<file path="src/rtl/conv_pkg.sv">
`default_nettype none

package conv_pkg;

	localparam int CODE_W = 8;
	localparam int LEVEL_W = 12;
	localparam int SCALE_W = LEVEL_W + CODE_W;
	localparam int PIPE_LATENCY = 6;
	localparam int FILL_W = 3;
	localparam logic [FILL_W-1:0] FILL_DONE = FILL_W'(PIPE_LATENCY);

	localparam logic [CODE_W-1:0] CODE_ZERO = 8'h00;
	localparam logic [CODE_W-1:0] CODE_FULL = 8'hFF;
	localparam logic [LEVEL_W-1:0] LEVEL_RESET = 12'h000;

	// Clock period in picoseconds and recovery time in microseconds
	localparam int CLK_PERIOD_PS = 4000;
	localparam int RECOVERY_TIME_US = 1000;
	// A least time, so it rounds up
	localparam int RECOVERY_CYCLES = (RECOVERY_TIME_US * 1000000 + CLK_PERIOD_PS - 1) / CLK_PERIOD_PS;
	localparam int CNT_W = 18;

	typedef enum logic [1:0] {
		PWR_ACTIVE = 2'b00,
		PWR_DOWN = 2'b01,
		PWR_RECOVER = 2'b10
	} pwr_state_t;

	// Straight binary code, clamped outside the reference span
	function automatic logic [CODE_W-1:0] quantise(input logic [LEVEL_W-1:0] level,
		input logic [LEVEL_W-1:0] bottom, input logic [LEVEL_W-1:0] top);
		logic [LEVEL_W-1:0] span;
		logic [LEVEL_W-1:0] diff;
		logic [SCALE_W-1:0] scaled;
		span = top - bottom;
		diff = level - bottom;
		scaled = (SCALE_W'(diff) * SCALE_W'(CODE_FULL)) / SCALE_W'(span);
		if (level < bottom) begin
			quantise = CODE_ZERO;
		end else if (level > top) begin
			quantise = CODE_FULL;
		end else if (span == LEVEL_RESET) begin
			quantise = CODE_ZERO;
		end else begin
			quantise = scaled[CODE_W-1:0];
		end
	endfunction

endpackage

`default_nettype wire

</file>
<file path="src/rtl/conv_code_if.sv">
`default_nettype none

interface conv_code_if;
	logic advance;
	logic [conv_pkg::CODE_W-1:0] code;

	modport quant (
		input advance,
		output code
	);

	modport pipe (
		input advance,
		input code
	);
endinterface

`default_nettype wire

</file>
<file path="src/rtl/code_pipeline.sv">
`default_nettype none

module code_pipeline (
	input wire logic clk_sys_in, // System clock
	input wire logic resetn_in, // Synchronous reset, active low
	conv_code_if.pipe code_if, // Advance and quantised code in
	output logic [conv_pkg::CODE_W-1:0] code_out // Last pipeline stage
);

	logic [conv_pkg::CODE_W-1:0] stage [conv_pkg::PIPE_LATENCY];
	logic [conv_pkg::CODE_W-1:0] feed [conv_pkg::PIPE_LATENCY];
	logic [conv_pkg::CODE_W-1:0] next_stage [conv_pkg::PIPE_LATENCY];

	////////////////////////////////////////////////////////////////////////
	// Every stage moves together, so a stopped clock or a held advance keeps all codes
	genvar i;
	generate
		for (i = 0; i < conv_pkg::PIPE_LATENCY; i++) begin : g_stage
			if (i == 0) begin : g_head
				assign feed[i] = code_if.code;
			end else begin : g_body
				assign feed[i] = stage[i-1];
			end
			assign next_stage[i] = code_if.advance ? feed[i] : stage[i]; // [RULE5] [RULE10]
		end
	endgenerate

	always_ff @(posedge clk_sys_in) begin
		for (int k = 0; k < conv_pkg::PIPE_LATENCY; k++) begin
			if (!resetn_in) begin
				stage[k] <= conv_pkg::CODE_ZERO;
			end else begin
				stage[k] <= next_stage[k];
			end
		end
	end

	assign code_out = stage[conv_pkg::PIPE_LATENCY-1];

	////////////////////////////////////////////////////////////////////////
	property p_shift;
		@(posedge clk_sys_in) disable iff (!resetn_in)
		code_if.advance |=> code_out == $past(stage[conv_pkg::PIPE_LATENCY-2]);
	endproperty
	a_shift: assert property (p_shift) else $error("pipeline did not shift"); // [RULE11]

endmodule

`default_nettype wire

</file>
<file path="src/rtl/converter_top.sv">
// Overview of operation
// RULE1: Quantise in-range sample to eight-bit code.
// RULE2: Below bottom reference gives all zeros.
// RULE3: Above top reference gives all ones.
// RULE4: Sample taken on every rising clock edge.
// RULE5: Code appears six clocks after sampling.
// RULE6: Converts continuously, no start command needed.
// RULE7: Power-down low means normal conversion.
// RULE8: Power-down high freezes outputs, low power.
// RULE9: Ignore codes for one millisecond after wake.
// RULE10: Stopped clock keeps last code driven.
// RULE11: Fresh code every clock once pipeline full.
// RULE12: Straight binary, monotonic from bottom to top.
`default_nettype none

module converter_top #(
	parameter int unsigned RECOVERY_CYCLES = conv_pkg::RECOVERY_CYCLES
) (
	input wire logic clk_sys_in, // Conversion clock
	input wire logic resetn_in, // Synchronous reset, active low
	input wire logic [conv_pkg::LEVEL_W-1:0] sample_level_in, // Input level
	input wire logic [conv_pkg::LEVEL_W-1:0] top_reference_level_in, // Top of range
	input wire logic [conv_pkg::LEVEL_W-1:0] bottom_reference_level_in, // Bottom of range
	input wire logic power_down_input_in, // High stops conversion
	output logic [conv_pkg::CODE_W-1:0] code_out, // Parallel output code
	output logic code_update_out, // Pulse: new code this cycle
	output logic code_valid_out, // Level: code is accurate
	output logic low_power_out // Level: in low-power state
);

	conv_code_if code_if ();

	logic advance;
	conv_pkg::pwr_state_t pwr_state;
	conv_pkg::pwr_state_t next_pwr_state;
	logic [conv_pkg::CNT_W-1:0] recover_count;
	logic [conv_pkg::CNT_W-1:0] next_recover_count;
	logic [conv_pkg::FILL_W-1:0] fill_count;
	logic [conv_pkg::FILL_W-1:0] next_fill_count;
	logic code_update;
	logic next_code_update;
	logic code_valid;
	logic next_code_valid;
	logic low_power;
	logic next_low_power;
	logic recover_last;

	////////////////////////////////////////////////////////////////////////
	// Free-running conversion: only power-down or reset stops the pipeline
	assign advance = resetn_in && !power_down_input_in; // [RULE6] [RULE7] [RULE8]
	assign code_if.advance = advance;

	sample_quantiser u_quantiser (
		.clk_sys_in(clk_sys_in),
		.resetn_in(resetn_in),
		.level_in(sample_level_in),
		.bottom_in(bottom_reference_level_in),
		.top_in(top_reference_level_in),
		.code_if(code_if)
	);

	code_pipeline u_pipeline (
		.clk_sys_in(clk_sys_in),
		.resetn_in(resetn_in),
		.code_if(code_if),
		.code_out(code_out)
	);

	////////////////////////////////////////////////////////////////////////
	// Power state: down while the input is high, then a recovery wait.
	// Recovery counter is wide enough for the full wait; a shorter parameter
	// lets simulation skip most of it.
	assign recover_last = (recover_count == conv_pkg::CNT_W'(RECOVERY_CYCLES - 1));

	always_comb begin
		next_pwr_state = pwr_state;
		next_recover_count = recover_count;
		case (pwr_state)
			conv_pkg::PWR_ACTIVE: begin
				if (power_down_input_in) begin // [RULE8]
					next_pwr_state = conv_pkg::PWR_DOWN;
				end
			end
			conv_pkg::PWR_DOWN: begin
				if (!power_down_input_in) begin // [RULE9]
					next_pwr_state = conv_pkg::PWR_RECOVER;
					next_recover_count = '0;
				end
			end
			conv_pkg::PWR_RECOVER: begin
				if (power_down_input_in) begin
					next_pwr_state = conv_pkg::PWR_DOWN;
				end else if (recover_last) begin // [RULE9]
					next_pwr_state = conv_pkg::PWR_ACTIVE;
				end else begin
					next_recover_count = recover_count + 1'b1;
				end
			end
			default: begin
				next_pwr_state = conv_pkg::PWR_ACTIVE;
				next_recover_count = '0;
			end
		endcase
	end

	always_ff @(posedge clk_sys_in) begin
		if (!resetn_in) begin
			pwr_state <= conv_pkg::PWR_ACTIVE;
			recover_count <= '0;
		end else begin
			pwr_state <= next_pwr_state;
			recover_count <= next_recover_count;
		end
	end

	////////////////////////////////////////////////////////////////////////
	// Fill tracking and output flags.
	// The pipeline keeps its contents across power-down, so fill is only
	// rebuilt after reset; accuracy after wake is the recovery wait's job.
	always_comb begin
		next_fill_count = fill_count;
		if (advance && (fill_count != conv_pkg::FILL_DONE)) begin // [RULE11]
			next_fill_count = fill_count + 1'b1;
		end
		next_code_update = advance; // [RULE11]
		next_low_power = power_down_input_in; // [RULE8]
		next_code_valid = (next_pwr_state == conv_pkg::PWR_ACTIVE) && !power_down_input_in
			&& (next_fill_count == conv_pkg::FILL_DONE); // [RULE9]
	end

	always_ff @(posedge clk_sys_in) begin
		if (!resetn_in) begin
			fill_count <= '0;
			code_update <= 1'b0;
			code_valid <= 1'b0;
			low_power <= 1'b0;
		end else begin
			fill_count <= next_fill_count;
			code_update <= next_code_update;
			code_valid <= next_code_valid;
			low_power <= next_low_power;
		end
	end

	assign code_update_out = code_update;
	assign code_valid_out = code_valid;
	assign low_power_out = low_power;

	////////////////////////////////////////////////////////////////////////
	// Code path checks
	property p_latency;
		@(posedge clk_sys_in) disable iff (!resetn_in)
		advance [*7] |=> code_out == conv_pkg::quantise($past(sample_level_in, 7),
			$past(bottom_reference_level_in, 7), $past(top_reference_level_in, 7));
	endproperty
	a_latency: assert property (p_latency) else $error("code not six clocks after its sample"); // [RULE5]

	property p_in_range;
		@(posedge clk_sys_in) disable iff (!resetn_in)
		(advance && (sample_level_in == top_reference_level_in)
			&& (top_reference_level_in > bottom_reference_level_in)) ##1 advance [*6]
		|=> code_out == conv_pkg::CODE_FULL;
	endproperty
	a_in_range: assert property (p_in_range) else $error("top of range not full code"); // [RULE1]

	property p_under;
		@(posedge clk_sys_in) disable iff (!resetn_in)
		(advance && (sample_level_in < bottom_reference_level_in)) ##1 advance [*6]
		|=> code_out == conv_pkg::CODE_ZERO;
	endproperty
	a_under: assert property (p_under) else $error("underrange not all zeros"); // [RULE2]

	property p_over;
		@(posedge clk_sys_in) disable iff (!resetn_in)
		(advance && (sample_level_in > top_reference_level_in)) ##1 advance [*6]
		|=> code_out == conv_pkg::CODE_FULL;
	endproperty
	a_over: assert property (p_over) else $error("overrange not all ones"); // [RULE3]

	property p_active;
		@(posedge clk_sys_in) disable iff (!resetn_in)
		!power_down_input_in |=> code_update_out && !low_power_out;
	endproperty
	a_active: assert property (p_active) else $error("not converting with power-down low"); // [RULE7]

	// The update flag lags by one edge, so the two edges ending the run are checked
	property p_continuous;
		@(posedge clk_sys_in) disable iff (!resetn_in)
		!power_down_input_in [*2] |-> code_update_out [*2];
	endproperty
	a_continuous: assert property (p_continuous) else $error("conversion paused without cause"); // [RULE6]

	property p_fresh;
		@(posedge clk_sys_in) disable iff (!resetn_in)
		(fill_count == conv_pkg::FILL_DONE) && advance |=> code_update_out ##0 $past(advance);
	endproperty
	a_fresh: assert property (p_fresh) else $error("no fresh code with full pipeline"); // [RULE11]

	////////////////////////////////////////////////////////////////////////
	// Power-down and recovery checks
	property p_frozen;
		@(posedge clk_sys_in) disable iff (!resetn_in)
		power_down_input_in ##1 power_down_input_in |=> $stable(code_out) && low_power_out;
	endproperty
	a_frozen: assert property (p_frozen) else $error("output moved during power-down"); // [RULE8] [RULE10]

	property p_down_invalid;
		@(posedge clk_sys_in) disable iff (!resetn_in)
		power_down_input_in |=> !code_valid_out && !code_update_out;
	endproperty
	a_down_invalid: assert property (p_down_invalid) else $error("valid during power-down"); // [RULE8]

	// Right after reset the state is active, so a fall there starts no wait
	property p_wake;
		@(posedge clk_sys_in) disable iff (!resetn_in)
		$fell(power_down_input_in) && (pwr_state == conv_pkg::PWR_DOWN)
		|=> (pwr_state == conv_pkg::PWR_RECOVER) && (recover_count == '0) && !code_valid_out;
	endproperty
	a_wake: assert property (p_wake) else $error("recovery wait not started on wake"); // [RULE9]

	property p_recover_invalid;
		@(posedge clk_sys_in) disable iff (!resetn_in)
		(pwr_state == conv_pkg::PWR_RECOVER) |-> !code_valid_out;
	endproperty
	a_recover_invalid: assert property (p_recover_invalid) else $error("valid during recovery"); // [RULE9]

	property p_recover_end;
		@(posedge clk_sys_in) disable iff (!resetn_in)
		(pwr_state == conv_pkg::PWR_RECOVER) && recover_last && !power_down_input_in
		|=> (pwr_state == conv_pkg::PWR_ACTIVE) && (code_valid_out == (fill_count == conv_pkg::FILL_DONE));
	endproperty
	a_recover_end: assert property (p_recover_end) else $error("recovery did not end on count"); // [RULE9]

	property p_count_step;
		@(posedge clk_sys_in) disable iff (!resetn_in)
		(pwr_state == conv_pkg::PWR_RECOVER) && !recover_last && !power_down_input_in
		|=> recover_count == $past(recover_count) + 1'b1;
	endproperty
	a_count_step: assert property (p_count_step) else $error("recovery counter stalled"); // [RULE9]

	////////////////////////////////////////////////////////////////////////
	// Flag and state checks: the valid flag is local, so these pin down its meaning
	property p_low_power_follows;
		@(posedge clk_sys_in) disable iff (!resetn_in)
		power_down_input_in |=> low_power_out;
	endproperty
	a_low_power_follows: assert property (p_low_power_follows) else $error("low-power flag missing"); // [RULE8]

	property p_hold_down;
		@(posedge clk_sys_in) disable iff (!resetn_in)
		power_down_input_in |=> $stable(code_out);
	endproperty
	a_hold_down: assert property (p_hold_down) else $error("code moved on a power-down edge"); // [RULE8]

	property p_stay_down;
		@(posedge clk_sys_in) disable iff (!resetn_in)
		(pwr_state == conv_pkg::PWR_DOWN) && power_down_input_in |=> pwr_state == conv_pkg::PWR_DOWN;
	endproperty
	a_stay_down: assert property (p_stay_down) else $error("left power-down while input high"); // [RULE8]

	property p_recover_restart;
		@(posedge clk_sys_in) disable iff (!resetn_in)
		(pwr_state == conv_pkg::PWR_RECOVER) && power_down_input_in
		|=> (pwr_state == conv_pkg::PWR_DOWN) && !code_valid_out;
	endproperty
	a_recover_restart: assert property (p_recover_restart) else $error("recovery not cut by power-down"); // [RULE9]

	property p_low_power_exit;
		@(posedge clk_sys_in) disable iff (!resetn_in)
		$fell(power_down_input_in) |=> !low_power_out && code_update_out;
	endproperty
	a_low_power_exit: assert property (p_low_power_exit) else $error("conversion not resumed on wake"); // [RULE7]

	property p_valid_filled;
		@(posedge clk_sys_in) disable iff (!resetn_in)
		code_valid_out |-> fill_count == conv_pkg::FILL_DONE;
	endproperty
	a_valid_filled: assert property (p_valid_filled) else $error("valid before pipeline filled"); // [RULE11]

	property p_valid_active;
		@(posedge clk_sys_in) disable iff (!resetn_in)
		code_valid_out |-> (pwr_state == conv_pkg::PWR_ACTIVE) && !low_power_out;
	endproperty
	a_valid_active: assert property (p_valid_active) else $error("valid outside active state"); // [RULE9]

	property p_valid_holds;
		@(posedge clk_sys_in) disable iff (!resetn_in)
		code_valid_out && !power_down_input_in |=> code_valid_out;
	endproperty
	a_valid_holds: assert property (p_valid_holds) else $error("valid dropped while converting"); // [RULE11]

	property p_fill_step;
		@(posedge clk_sys_in) disable iff (!resetn_in)
		advance && (fill_count != conv_pkg::FILL_DONE) |=> fill_count == $past(fill_count) + 1'b1;
	endproperty
	a_fill_step: assert property (p_fill_step) else $error("fill count did not step"); // [RULE11]

	property p_update_cause;
		@(posedge clk_sys_in) disable iff (!resetn_in)
		code_update_out |-> $past(advance);
	endproperty
	a_update_cause: assert property (p_update_cause) else $error("update without an advancing edge"); // [RULE6]

endmodule

`default_nettype wire

</file>
<file path="src/rtl/sample_quantiser.sv">
`default_nettype none

module sample_quantiser (
	input wire logic clk_sys_in, // System clock
	input wire logic resetn_in, // Synchronous reset, active low
	input wire logic [conv_pkg::LEVEL_W-1:0] level_in, // Input level to sample
	input wire logic [conv_pkg::LEVEL_W-1:0] bottom_in, // Bottom reference level
	input wire logic [conv_pkg::LEVEL_W-1:0] top_in, // Top reference level
	conv_code_if.quant code_if // Advance in, quantised code out
);

	logic [conv_pkg::LEVEL_W-1:0] level;
	logic [conv_pkg::LEVEL_W-1:0] bottom;
	logic [conv_pkg::LEVEL_W-1:0] top;
	logic [conv_pkg::LEVEL_W-1:0] next_level;
	logic [conv_pkg::LEVEL_W-1:0] next_bottom;
	logic [conv_pkg::LEVEL_W-1:0] next_top;

	////////////////////////////////////////////////////////////////////////
	// Track and hold: one sample per advancing edge
	always_comb begin
		next_level = level;
		next_bottom = bottom;
		next_top = top;
		if (code_if.advance) begin // [RULE4]
			next_level = level_in;
			next_bottom = bottom_in;
			next_top = top_in;
		end
	end

	always_ff @(posedge clk_sys_in) begin
		if (!resetn_in) begin
			level <= conv_pkg::LEVEL_RESET;
			bottom <= conv_pkg::LEVEL_RESET;
			top <= conv_pkg::LEVEL_RESET;
		end else begin
			level <= next_level;
			bottom <= next_bottom;
			top <= next_top;
		end
	end

	// Clamped straight binary conversion of the held sample
	assign code_if.code = conv_pkg::quantise(level, bottom, top); // [RULE1] [RULE2] [RULE3] [RULE12]

	////////////////////////////////////////////////////////////////////////
	property p_sample_taken;
		@(posedge clk_sys_in) disable iff (!resetn_in)
		code_if.advance |=> (level == $past(level_in)) && (top == $past(top_in));
	endproperty
	a_sample_taken: assert property (p_sample_taken) else $error("sample not taken on advancing edge"); // [RULE4]

	property p_monotonic;
		@(posedge clk_sys_in) disable iff (!resetn_in)
		($stable(bottom) && $stable(top) && (level > $past(level))) |-> (code_if.code >= $past(code_if.code));
	endproperty
	a_monotonic: assert property (p_monotonic) else $error("code fell while level rose"); // [RULE12]

endmodule

`default_nettype wire
</file>
<file path="config.mk">
export PLATFORM = sky130hd
export DESIGN_NAME = converter_top
export DESIGN_NICKNAME = d
export VERILOG_FILES = /design/src/rtl/conv_pkg.sv /design/src/rtl/conv_code_if.sv /design/src/rtl/code_pipeline.sv /design/src/rtl/converter_top.sv /design/src/rtl/sample_quantiser.sv
export SDC_FILE = /design/constraint.sdc
export NUM_CORES = 1
export LEC_CHECK = 0
export ABC_CLOCK_PERIOD_IN_PS = 50800
export BUFFER_PORTS_ARGS = -buffer_cell sky130_fd_sc_hd__buf_2
export CELL_PAD_IN_SITES_DETAIL_PLACEMENT = 1
export CELL_PAD_IN_SITES_GLOBAL_PLACEMENT = 2
export CORE_MARGIN = 1.5
export CORE_UTILIZATION = 36
export CTS_BUF_LIST = sky130_fd_sc_hd__clkbuf_4 sky130_fd_sc_hd__clkbuf_8 sky130_fd_sc_hd__clkbuf_16
export CTS_CLUSTER_SIZE = 28
export DETAILED_ROUTE_END_ITERATION = 8
export PLACE_DENSITY = 0.83
export SLEW_MARGIN = 10
export SYNTH_ARGS = -nofsm -noshare
export SYNTH_HDL_FRONTEND = slang
export SYNTH_HIERARCHICAL = 1
export SYNTH_SLANG_ARGS = --single-unit
</file>
<file path="constraint.sdc">
create_clock -name clk_sys_in -period 50.8 [get_ports clk_sys_in]
set_clock_uncertainty 0.05 [all_clocks]
set_input_delay 5.08 -clock clk_sys_in [delete_from_list [all_inputs] [get_ports clk_sys_in]]
set_output_delay 5.08 -clock clk_sys_in [all_outputs]
set_load 0.05 [all_outputs]
</file>
==> impl_metrics.xml <==
<?xml version="1.0" encoding="UTF-8"?>
<metrics>
  <group name="setup_path">
    <metric name="critical_path_class" unit="">flip-flop to flip-flop</metric>
    <metric name="worstPathArrival" unit="ns">48.54</metric>
    <metric name="worst_setup_path_end_kind" unit="">flip-flop</metric>
    <metric name="crit_required" unit="ns">51.00</metric>
    <metric name="critical-path-slowest-cell" unit="">sky130_fd_sc_hd__or4b_2</metric>
    <metric name="worstPathMaxFanout" unit="">12</metric>
    <metric name="crit_path_frequent_cell" unit="">sky130_fd_sc_hd__o21a_1</metric>
    <metric name="critical_path.max_stage_delay" unit="ns">0.61</metric>
    <metric name="timing.reg2reg.worst_path_depth" unit="">236</metric>
    <metric name="worstSetupStartpointType" unit="">flip-flop</metric>
  </group>
  <group name="die">
    <metric name="ios" unit="">50</metric>
    <metric name="dieWidth" unit="um">224</metric>
    <metric name="core_area" unit="um2">47900</metric>
    <metric name="area_of_the_die" unit="um2">50100</metric>
    <metric name="dieHeight" unit="um">224</metric>
    <metric name="fp-row-count" unit="">80</metric>
    <metric name="initial_core_util" unit="%">36.6</metric>
  </group>
  <group name="timing">
    <metric name="maxSlewHeadroom" unit="%">29.0</metric>
    <metric name="timing_worst_slew_pin_value" unit="ns">1.06</metric>
    <metric name="whs" unit="ns">0.464</metric>
    <metric name="final_max_slew_viol_count" unit="">0</metric>
    <metric name="timing.final.hold_violations" unit="">0</metric>
    <metric name="final.min_clock_period" unit="ns">48.34</metric>
    <metric name="timing.final.crit_share" unit="%">95.2</metric>
    <metric name="final_setup_violation_count" unit="">0</metric>
    <metric name="maxClockFrequency" unit="MHz">20.7</metric>
  </group>
  <group name="place">
    <metric name="place.port_buffers" unit="">49</metric>
    <metric name="dp_hpwl" unit="mm">46.3</metric>
    <metric name="gpl.final_weighted_congestion" unit="">0.897</metric>
    <metric name="placed_cells_incl_taps" unit="">2832</metric>
  </group>
  <group name="cts">
    <metric name="h-tree-depth" unit="">3</metric>
    <metric name="cts.reportedPaths.clkPinSlew" unit="ns">0.08</metric>
    <metric name="clock_tree.buffer_depth" unit="">2</metric>
    <metric name="clk-insertion-delay-late" unit="ns">0.36</metric>
    <metric name="cts_tree" unit="">done</metric>
    <metric name="cts-buffers-inserted" unit="">9</metric>
    <metric name="clockRootBuffer" unit="">sky130_fd_sc_hd__clkbuf_16</metric>
    <metric name="cts.sinks" unit="">110</metric>
  </group>
  <group name="drt">
    <metric name="drt-pass1-iter-count" unit="">5</metric>
    <metric name="final_antenna_net_count" unit="">0</metric>
    <metric name="iter_0_drt_violations" unit="">896</metric>
    <metric name="wl" unit="mm">58.2</metric>
    <metric name="detail_route.wl_per_cell" unit="um">20.2</metric>
    <metric name="drc" unit="">0</metric>
    <metric name="dr_total_vias" unit="">16700</metric>
    <metric name="via_per_inst" unit="">5.79</metric>
  </group>
  <group name="synth">
    <metric name="xor_xnor_portion_of_the_synthesized_cell_area" unit="%">7.12</metric>
    <metric name="postSynth.asyncResetShare" unit="%">0</metric>
    <metric name="synth.cells.most_frequent" unit="">268 x sky130_fd_sc_hd__ha_1, 168 x sky130_fd_sc_hd__nor2_1, 151 x sky130_fd_sc_hd__nand2_1</metric>
    <metric name="synth_edf_count" unit="">0</metric>
    <metric name="ys_warn_count" unit="">6</metric>
    <metric name="syn_inst" unit="">2174</metric>
    <metric name="synth_cell_types" unit="">120</metric>
    <metric name="dominant_combinational_cell_family_by_area_after_synthesis" unit="">compound AO/OA/AOI/OAI gates</metric>
    <metric name="leading_cell_type_by_number_of_instances_after_synthesis" unit="">sky130_fd_sc_hd__ha_1</metric>
    <metric name="synth_top_cell_by_area" unit="">sky130_fd_sc_hd__ha_1</metric>
    <metric name="postSynthNetCount" unit="">2510</metric>
    <metric name="synth_top_flop_cell" unit="">sky130_fd_sc_hd__dfxtp_1</metric>
    <metric name="yosys.area.top_type_share" unit="%">19.1</metric>
    <metric name="post_synth_mux_area_share" unit="%">8.35</metric>
    <metric name="seq_area_frac_synth" unit="%">12.6</metric>
    <metric name="ys_seq_elements" unit="">110</metric>
    <metric name="synthTopCellsByArea" unit="">sky130_fd_sc_hd__ha_1 19%, sky130_fd_sc_hd__dfxtp_1 13%, sky130_fd_sc_hd__mux2i_1 5.6%, sky130_fd_sc_hd__xnor2_1 3.9%, sky130_fd_sc_hd__nor2b_1 3.9%</metric>
    <metric name="netlist_area_before_placement" unit="um2">17500</metric>
    <metric name="synth_fa_ha_area_share" unit="%">22.5</metric>
    <metric name="yosys.area_share.simple" unit="%">21.6</metric>
    <metric name="avgSynthCellArea" unit="um2">8.07</metric>
    <metric name="synth-compound-area-share" unit="%">23.7</metric>
  </group>
  <group name="global_route">
    <metric name="maximum_number_of_pins_on_one_net_before_global_route_repair" unit="">90</metric>
    <metric name="global_route_total_overflow" unit="">0</metric>
    <metric name="globalRouteTotalUtil" unit="%">22.5</metric>
    <metric name="wire_length_of_the_first_global_routing_pass" unit="mm">92.0</metric>
    <metric name="first_global_vias" unit="">17000</metric>
    <metric name="initial_antenna_violation_count" unit="">0</metric>
  </group>
  <group name="outcome">
    <metric name="status" unit="">finished, final reports clean</metric>
  </group>
  <group name="cells_and_area">
    <metric name="final.fill_count" unit="">5746</metric>
    <metric name="drive_above_1_share" unit="%">16.5</metric>
    <metric name="fin_nets" unit="">2597</metric>
    <metric name="finalNonFillerCells" unit="">2881</metric>
    <metric name="area.growth.synth_to_final" unit="%">13.1</metric>
    <metric name="diodes" unit="">0</metric>
  </group>
  <group name="worst_hold_path">
    <metric name="timing.hold.worst.class" unit="">flip-flop to flip-flop</metric>
    <metric name="worst_hold_path.num_cells" unit="">1</metric>
  </group>
  <group name="job">
    <metric name="maxCapViolCount" unit="">0</metric>
  </group>
</metrics>
-- worst max-delay path, delay by kind of cell (launching register included) --
kind,cells,cell delay [ns]
AO/OA/AOI/OAI,125,23.19
XOR/XNOR,3,0.73
adder cells (fa/ha/maj),26,8.55
buffers and inverters,9,1.17
flip-flops,1,0.33
multiplexers,8,2.08
AND/OR/NAND/NOR,65,11.97
-- per-layer routing --
layer / track usage (%) / vias to the layer above / part of all wire (%)
met3: 0.918 / 65 / 1.9
met1: 31.4 / 8235 / 49
met2: 38.9 / 241 / 47
li1: - / 8153 / -
met4: 4.01 / 0 / 1.6
met5: 0 / - / 0
-- layout by cell type, fill, tap and decap left out, types with 65 or more instances in the layout --
cell,Yosys,final
sky130_fd_sc_hd__a21o_1,73,73
sky130_fd_sc_hd__a21oi_1,120,100
sky130_fd_sc_hd__buf_4,3,65
sky130_fd_sc_hd__dfxtp_1,110,109
sky130_fd_sc_hd__ha_1,268,262
sky130_fd_sc_hd__inv_1,118,117
sky130_fd_sc_hd__mux2i_1,98,94
sky130_fd_sc_hd__nand2_1,151,145
sky130_fd_sc_hd__nor2_1,168,159
sky130_fd_sc_hd__nor2b_1,108,105
sky130_fd_sc_hd__nor3_1,82,79
sky130_fd_sc_hd__o21ai_0,91,74
sky130_fd_sc_hd__xnor2_1,79,74
-- worst paths after layout --
path,to,from,slack [ns]
hold / removal,pwr_state[0],pwr_state[1],0.46
setup / recovery,u_pipeline/stage[0][0],u_quantiser/bottom[8],2.46
setup reg to reg,u_pipeline/stage[0][0],u_quantiser/bottom[8],2.46
hold reg to reg,pwr_state[0],pwr_state[1],0.46
-- registers in the layout, summed over array words and instances (netlist names) --
signal	flops
u_quantiser/bottom	12
pwr_state	2
code_update_out	1
code_valid_out	1
u_pipeline/stage	48
fill_count	3
u_quantiser/top	12
low_power_out	1
u_quantiser/level	12
recover_count	18
-- timing repair --
| item | CTS | global route |
|---|---|---|
| pin swaps | 3 | 35 |
| gates resized for setup | 27 | 132 |
| hold buffers | 0 | 0 |
| setup endpoints to repair | 1 | 2 |
| cloned | 0 | 3 |
| endpoints found under the hold margin | 0 | 0 |
| setup buffers | 3 | 27 |
-- area by class of cell --
class                   instances  area [um2]  area share [%]
multi-input cells            1901       15300            77.0
flip-flops and latches        110        2200            11.1
repair buffers                121         823            4.15
well taps                     615         769            3.88
inverters                     118         443            2.23
clock buffers                   9         225            1.14
clock inverters                 7        91.3           0.460
-- cell families after synthesis --
family	after synthesis
simple gates	729
fa+ha+maj	298
mux	140
compound gates	592
xor+xnor	141
buf+inv	164
flops	110
-- metrics by stage --
step	cell area [um2]	setup slack, ns	TNS [ns]	utilization (%)
CTS	19100	0.0219	0	39.7
global route	19800	-0.494	-0.494	41.4
detailed placement	18600	-2.16	-2.16	38.8
global placement	18600	-0.243	-0.243	38.8
floorplan	17500	2.52	0	-
finish	19800	2.46	0	41.4
Power is not shown: default switching activity piles up to over one toggle a cycle in this logic, so the estimate is an artifact.
